[config.mk]
export PLATFORM = sky130hd
export DESIGN_NAME = astx_transmitter
export DESIGN_NICKNAME = d
export VERILOG_FILES = /design/src/verilog/astx_pkg.sv /design/src/verilog/astx_transmitter.sv
export SDC_FILE = /design/constraint.sdc
export NUM_CORES = 1
export LEC_CHECK = 0
export BUFFER_PORTS_ARGS = -buffer_cell sky130_fd_sc_hd__buf_2
export CAP_MARGIN = 20
export CORE_MARGIN = 2
export CORE_UTILIZATION = 53
export DETAILED_ROUTE_END_ITERATION = 8
export GPL_TIMING_DRIVEN = 0
export HOLD_SLACK_MARGIN = 0.03
export PLACE_DENSITY = 0.77
export REMOVE_ABC_BUFFERS = 1
export SLEW_MARGIN = 0
export SYNTH_ARGS = -nofsm -noshare
export SYNTH_HDL_FRONTEND = slang
export SYNTH_SLANG_ARGS = --single-unit
[constraint.sdc]
create_clock -name clk_i -period 2.1 [get_ports clk_i]
set_clock_uncertainty 0.2 [all_clocks]
set_input_delay 0.105 -clock clk_i [delete_from_list [all_inputs] [get_ports clk_i]]
set_output_delay 0.105 -clock clk_i [all_outputs]
set_load 0.02 [all_outputs]
[src/verilog/astx_pkg.sv]
`default_nettype none
package astx_pkg;

  // Character framing
  localparam int unsigned DATA_BITS_NARROW = 8;
  localparam int unsigned DATA_BITS_WIDE   = 9;
  localparam logic        LINE_IDLE        = 1'b1;
  localparam logic        START_LEVEL      = 1'b0;
  localparam logic        STOP_LEVEL       = 1'b1;

  // Reset values
  localparam logic [15:0] BAUD_DIV_RST     = 16'h0000;
  localparam logic [3:0]  BIT_IDX_RST      = 4'h0;

  // Baud divisor fields
  localparam int unsigned BAUD_HI_MSB      = 15;
  localparam int unsigned BAUD_HI_LSB      = 8;

  // Ticks per bit at the slow and the fast rate, per counter width
  localparam logic [5:0]  TICKS_SLOW_8     = 6'h40;
  localparam logic [5:0]  TICKS_SLOW_16    = 6'h10;
  localparam logic [5:0]  TICKS_FAST_8     = 6'h10;
  localparam logic [5:0]  TICKS_FAST_16    = 6'h04;
  localparam logic [5:0]  TICKS_RST        = 6'h00;

  typedef enum logic [1:0]
  {
    ASTX_IDLE  = 2'b00,
    ASTX_START = 2'b01,
    ASTX_DATA  = 2'b10,
    ASTX_STOP  = 2'b11
  } astx_state_e;

  // Software-visible control bits
  typedef struct packed
  {
    logic serial_port_enable;
    logic sync_mode_select;
    logic transmit_enable;
    logic nine_bit_select;
    logic ninth_data_bit;
    logic transmit_invert;
    logic high_baud_select;
    logic wide_baud_counter;
  } astx_ctrl_s;

  // Interrupt gating bits
  typedef struct packed
  {
    logic transmit_irq_enable;
    logic peripheral_irq_gate;
    logic global_irq_enable;
  } astx_irq_s;

endpackage : astx_pkg
`default_nettype wire

[src/verilog/astx_transmitter.sv]
`timescale 1ns/1ps
`default_nettype none
module astx_transmitter
  import astx_pkg::*;
#(
  parameter int unsigned DIV_W = 16
)
(
  // Clock and reset
  input  wire logic             clk_i,
  input  wire logic             nrst_i,
  // Control and configuration
  input  wire astx_ctrl_s       ctrl_i,
  input  wire astx_irq_s        irq_en_i,
  input  wire logic [7:0]       baud_divisor_high_i,
  input  wire logic [7:0]       baud_divisor_low_i,
  // Holding register write
  input  wire logic             hold_wr_i,
  input  wire logic [7:0]       hold_data_i,
  // Status
  output logic                  shift_empty_flag_o,
  output logic                  transmit_buffer_flag_o,
  output logic                  transmit_irq_o,
  // Serial line
  output logic                  tx_o
);

  // Whole block state in one record
  typedef struct packed
  {
    astx_state_e      state;
    logic [8:0]       hold;
    logic             hold_full;
    logic [8:0]       shifter;
    logic [3:0]       bit_idx;
    logic [3:0]       nbits;
    logic [DIV_W-1:0] div_cnt;
    logic [5:0]       tick_cnt;
    logic             shift_empty;
    logic             buf_flag;
    logic             transmit_enable_d;
    logic             line;
  } astx_st_s;

  astx_st_s st_r;
  astx_st_s st_nxt;

  // Ticks making up one bit time for the selected rate and counter width
  function automatic logic [5:0] astx_ticks(input logic fast, input logic wide);
    logic [5:0] t;
    t = TICKS_RST;
    case ({fast, wide})
      2'b00:   t = TICKS_SLOW_8;
      2'b01:   t = TICKS_SLOW_16;
      2'b10:   t = TICKS_FAST_8;
      2'b11:   t = TICKS_FAST_16;
      default: t = TICKS_SLOW_8;
    endcase
    return t;
  endfunction : astx_ticks

  logic [15:0]      baud_div;
  logic [DIV_W-1:0] div_load;
  logic             tick;
  logic             bit_end;
  logic             async_on;

  // Divisor pair, high byte upper; the narrow counter uses only the low byte
  assign baud_div = {baud_divisor_high_i, baud_divisor_low_i};
  assign div_load = ctrl_i.wide_baud_counter ? DIV_W'(baud_div)
                                             : DIV_W'(baud_div[BAUD_HI_LSB-1:0]);
  assign tick     = (st_r.div_cnt == '0);
  assign bit_end  = tick && (st_r.tick_cnt == 6'h01);
  // Asynchronous path starts a character only with the port on, sync mode off and transmit enabled
  assign async_on = ctrl_i.serial_port_enable && !ctrl_i.sync_mode_select
                    && ctrl_i.transmit_enable;

  // Next-state logic
  always_comb
  begin
    st_nxt        = st_r;
    st_nxt.transmit_enable_d = ctrl_i.transmit_enable;

    // Baud pacing: divisor counts down to a tick, ticks count a bit time
    if (st_r.state != ASTX_IDLE)
    begin
      st_nxt.div_cnt = tick ? div_load : st_r.div_cnt - DIV_W'(1);
      if (tick)
      begin
        st_nxt.tick_cnt = (st_r.tick_cnt == 6'h01)
                          ? astx_ticks(ctrl_i.high_baud_select, ctrl_i.wide_baud_counter)
                          : st_r.tick_cnt - 6'h01;
      end
    end

    // Holding register write; ninth bit sampled here, so it must precede
    if (hold_wr_i)
    begin
      st_nxt.hold      = {ctrl_i.ninth_data_bit, hold_data_i};
      st_nxt.hold_full = 1'b1;
      st_nxt.buf_flag  = 1'b0;
    end

    // Rising transmit enable raises the buffer flag
    if (ctrl_i.transmit_enable && !st_r.transmit_enable_d && !st_r.hold_full && !hold_wr_i)
    begin
      st_nxt.buf_flag = 1'b1;
    end
    if (!ctrl_i.transmit_enable)
    begin
      st_nxt.buf_flag = 1'b0;
    end

    case (st_r.state)
      ASTX_IDLE:
      begin
        st_nxt.line = LINE_IDLE;
        // Load shifter the cycle after the write; flag rise and start together
        if (st_r.hold_full && async_on)
        begin
          st_nxt.shifter     = st_r.hold;
          st_nxt.nbits       = ctrl_i.nine_bit_select ? 4'(DATA_BITS_WIDE)
                                                      : 4'(DATA_BITS_NARROW);
          st_nxt.hold_full   = hold_wr_i;
          st_nxt.buf_flag    = !hold_wr_i;
          st_nxt.shift_empty = 1'b0;
          st_nxt.bit_idx     = BIT_IDX_RST;
          st_nxt.div_cnt     = div_load;
          st_nxt.tick_cnt    = astx_ticks(ctrl_i.high_baud_select,
                                          ctrl_i.wide_baud_counter);
          st_nxt.line        = START_LEVEL;
          st_nxt.state       = ASTX_START;
        end
      end
      ASTX_START:
      begin
        if (bit_end)
        begin
          st_nxt.line  = st_r.shifter[0];
          st_nxt.state = ASTX_DATA;
        end
      end
      ASTX_DATA:
      begin
        // Data leaves least significant bit first
        if (bit_end)
        begin
          st_nxt.shifter = {1'b0, st_r.shifter[8:1]};
          st_nxt.bit_idx = st_r.bit_idx + 4'h1;
          if (st_r.bit_idx + 4'h1 == st_r.nbits)
          begin
            st_nxt.line  = STOP_LEVEL;
            st_nxt.state = ASTX_STOP;
          end
          else
          begin
            st_nxt.line = st_r.shifter[1];
          end
        end
      end
      ASTX_STOP:
      begin
        // Empty only once the stop bit has fully gone out
        if (bit_end)
        begin
          st_nxt.shift_empty = 1'b1;
          st_nxt.line        = LINE_IDLE;
          st_nxt.state       = ASTX_IDLE;
        end
      end
      default:
      begin
        st_nxt.state = ASTX_IDLE;
      end
    endcase
  end

  // State register
  always_ff @(posedge clk_i or negedge nrst_i)
  begin
    if (!nrst_i)
    begin
      st_r.state       <= ASTX_IDLE;
      st_r.hold        <= 9'h000;
      st_r.hold_full   <= 1'b0;
      st_r.shifter     <= 9'h000;
      st_r.bit_idx     <= BIT_IDX_RST;
      st_r.nbits       <= 4'(DATA_BITS_NARROW);
      st_r.div_cnt     <= DIV_W'(BAUD_DIV_RST);
      st_r.tick_cnt    <= TICKS_RST;
      st_r.shift_empty <= 1'b1;
      st_r.buf_flag    <= 1'b0;
      st_r.transmit_enable_d      <= 1'b0;
      st_r.line        <= LINE_IDLE;
    end
    else
    begin
      st_r <= st_nxt;
    end
  end

  // Outputs; shifter itself never leaves the block
  assign shift_empty_flag_o     = st_r.shift_empty;
  assign transmit_buffer_flag_o = st_r.buf_flag;
  assign transmit_irq_o         = st_r.buf_flag && irq_en_i.transmit_irq_enable
                                  && irq_en_i.peripheral_irq_gate
                                  && irq_en_i.global_irq_enable;
  assign tx_o                   = st_r.line ^ ctrl_i.transmit_invert;

endmodule : astx_transmitter
`default_nettype wire

==> summary.md <==
| Metric | Value |
|---|---|
| Status | `complete, but fails checks` |
| Violations in the final reports | `setup timing` |
| Least-Margin Pin Slew | `0.5633 ns` |
| Worst slack, placed | `-0.6829 ns` |
| Global router's overall resource usage | `28.31%` |
| Largest net degree at the start of global routing | `32` |
| Met3 layer usage reported by global route | `5.865%` |
| Max Freq | `0.4497 GHz` |
| Global-route congestion overflow total | `0` |
| Post-synthesis instance total | `355` |
| Top-area cell type share of the netlist area | `37.64%` |
| RSZ-0062 raised after global routing | `yes` |
| EDFF count, synth | `0` |
| Number of flip-flops and latches in the synthesized netlist | `52` |
| Setup Total Neg Slack | `-0.9716 ns` |
| Vias in the first global route | `3446` |
| Setup WS post-layout | `-0.1235 ns` |
| Chip height | `83.20 µm` |
| Minimum setup slack among reg-to-reg paths | `-0.12 ns` |
| Placeable core region | `5991 µm²` |
| Number of distinct library cells after synthesis | `70` |
| Effective utilization at floorplan | `55.49%` |
| Die ar. | `6922 µm²` |
| Post-detailed-route DRC marker count | `0` |
| Avg Inst Size Synth | `9.365 µm²` |
| Number of buffers created by CTS | `5` |
| Fraction of layout cells with a size suffix above 1 | `37.20%` |
| Number of levels the H-tree was split into | `2` |
| CTS Buffer Depth | `2` |
| Die Width | `83.20 µm` |
| Global-route met1 utilization | `33.14%` |
| Synthesis Warnings | `0` |
| # port buffers | `41` |
| Nets | `504` |
| Period utilization | `105.9%` |
| Reg clk slew, reported paths | `0.10 ns` |
| Most frequent cell after synthesis | `sky130_fd_sc_hd__nand2_1` |
| CP Launch Type | `flip-flop` |
| Inserted Diodes | `0` |
| Mean number of vias per cell | `6.150` |
| Hold/Removal Path Class | `in2reg` |
| Final setup viols | `21` |
| Met2 Resource Use GR | `49.63%` |
| Layer with the highest usage | `met2` |
| Library cell used as clock root buffer | `sky130_fd_sc_hd__clkbuf_8` |
| Sinks on Clock Net | `52` |
| Seq/Total Area, Yosys | `39.22%` |
| Post-synthesis async set-or-reset flop share | `100.0%` |
| Time the final worst path needs with I/O delays and setup | `2.223 ns` |
| Max_slew headroom | `62.44%` |
| Final estimated routing congestion in global placement | `0.9136` |
| Cell area power density | `1273 nW/µm²` |
| Total wire length after detailed routing | `9994 µm` |
| DP Wirelength | `5525 µm` |
| Vias after detailed routing | `3272` |
| Dominant synthesized flop cell | `sky130_fd_sc_hd__dfrtp_1` |
| Data required time of the critical path | `2.11 ns` |
| DR pass1 iterations | `4` |
| Setup CP Type | `reg2reg` |
| Clock tree from TritonCTS | `done` |
| Area added between synthesis and finish | `38.20%` |
| Yosys top cell by area | `sky130_fd_sc_hd__dfrtp_1` |
| Largest fanout on the critical path | `3` |
| Worst EP arrival | `2.23 ns` |
| Fillers | `383` |
| Max Cap Viol | `0` |
| Maximum ir drop on the vdd rail | `0.0007658 V` |
| Total count of max-transition violations in the final report | `0` |
| Worst skew pair latency | `0.32 ns` |
| Util after Layout | `76.69%` |
| Most common library cells after synthesis | `60 x sky130_fd_sc_hd__nand2_1, 50 x sky130_fd_sc_hd__dfrtp_1, 29 x sky130_fd_sc_hd__o21ai_0, 20 x sky130_fd_sc_hd__nor2_1, 17 x sky130_fd_sc_hd__a21oi_1` |
| Initial antenna violation count | `0` |
| Leak pwr | `2.001 nW` |
| First-pass GRT wire length | `15950 µm` |
| Largest cells by area after synthesis | `sky130_fd_sc_hd__dfrtp_1 38%, sky130_fd_sc_hd__nand2_1 6.8%, sky130_fd_sc_hd__o21ai_0 4.4%, sky130_fd_sc_hd__ha_1 3.8%, sky130_fd_sc_hd__mux2_4 3.6%` |
| Final Hold Fails | `0` |
| Per-cell routed wire length | `18.79 µm` |
| CP Capture Type | `flip-flop` |
| DRT antenna net count | `0` |
| Syn Std Cell Area | `3324 µm²` |
| DRC violation total after the first TritonRoute iteration | `243` |
| Number of placed I/O pins | `42` |
| # rows | `28` |
| Worst hold margin | `0.08175 ns` |
## report_power, final
part | total [mW] | internal (mW) | leakage (nW) | switching, mW
combinational | 3.50 | 1.64 | 1.30 | 1.86
sequential | 1.76 | 1.35 | 0.656 | 0.414
clock | 0.591 | 0.233 | 0.0479 | 0.357
## path summary, 6_finish.rpt
kind / startpoint / cells past startpoint / endpoint
worst min register to register: shift_empty_flag_o / 2 / shift_empty_flag_o
worst max register to register: st_r[11] / 8 / st_r[54]
worst max-delay path: st_r[11] / 8 / st_r[54]
worst min-delay path: ctrl_i[1] / 4 / st_r[6]
min in group asynchronous: nrst_i / 2 / st_r[15]
max in group asynchronous: nrst_i / 3 / st_r[32]
## flip-flops by register name, summed over array words and instances (netlist names)
name,count
st_r,50
shift_empty_flag_o,1
transmit_buffer_flag_o,1
## stage by stage
stage,cell area [µm²],power [mW],instances
after global placement,3516,3.848,453
after detailed placement,3563,4.017,455
after global routing,4594,6.207,532
final,4594,5.847,532
after floorplan,3217,3.377,337
after CTS,4359,5.307,523
## metal layers
metal | vias to the layer above | wire length, µm | share of wire [%]
met4 | 0 | 471 | 4.7
met5 | - | 0 | 0
li1 | 1491 | - | -
met3 | 46 | 650 | 6.5
met2 | 161 | 5069 | 51
met1 | 1574 | 3803 | 38
## final cells by class
type | count | area, µm² | area share, %
inverters | 12 | 45.04 | 0.9804
repair buffers | 111 | 865.8 | 18.85
clock buffers | 5 | 68.82 | 1.498
well taps | 75 | 93.84 | 2.042
multi-input cells | 274 | 2195 | 47.77
flip-flops and latches | 52 | 1308 | 28.46
clock inverters | 3 | 18.77 | 0.4085
## cells in the final DEF (no fill, tap or decap), types with 5 or more instances in the layout
master	count
sky130_fd_sc_hd__clkbuf_8	5
sky130_fd_sc_hd__a21oi_1	14
sky130_fd_sc_hd__ha_1	6
sky130_fd_sc_hd__dfrtp_1	47
sky130_fd_sc_hd__nor2_1	19
sky130_fd_sc_hd__mux2_4	9
sky130_fd_sc_hd__buf_2	41
sky130_fd_sc_hd__inv_1	10
sky130_fd_sc_hd__mux2_2	10
sky130_fd_sc_hd__o21ai_0	26
sky130_fd_sc_hd__nand3b_1	7
sky130_fd_sc_hd__buf_4	30
sky130_fd_sc_hd__nor3_4	6
sky130_fd_sc_hd__xnor2_1	6
sky130_fd_sc_hd__nand2_1	56
sky130_fd_sc_hd__dlygate4sd3_1	32
sky130_fd_sc_hd__buf_6	6
sky130_fd_sc_hd__nand3_1	7
sky130_fd_sc_hd__nor3_1	6
## cells by family (layout without fill, tap and decap cells)
| logic type | after synthesis | count (layout) | synth area share, % |
|---|---|---|---|
| AOI/OAI and AO/OA | 84 | 85 | 16.90 |
| xor gates and xnor gates | 8 | 8 | 2.108 |
| adders and majority gates | 10 | 10 | 3.764 |
| buffers and inverters | 30 | 131 | 4.591 |
| DFF | 52 | 52 | 39.22 |
| muxes | 22 | 22 | 8.243 |
| and+or+nand+nor | 149 | 149 | 25.18 |
## worst max-delay path, cell delays in order (launching register included)
cell and delay (ns):
sky130_fd_sc_hd__dfrtp_1 0.42, sky130_fd_sc_hd__inv_2 0.10, sky130_fd_sc_hd__ha_4 0.15, sky130_fd_sc_hd__nor3b_4 0.21
sky130_fd_sc_hd__buf_4 0.15, sky130_fd_sc_hd__and4b_1 0.24, sky130_fd_sc_hd__a21oi_2 0.09, sky130_fd_sc_hd__a211oi_2 0.23
sky130_fd_sc_hd__mux2_4 0.32
## what timing repair did
action                                  4_1_cts  5_1_grt
pin swaps                                    15       22
hold buffers                                 32        0
hold endpoints to repair                     81        0
endpoints found under the setup margin       41       35
setup buffers                                27        9
resized for setup                            40       35
gates cloned                                  1        0
(Power assumes the default switching activity.)
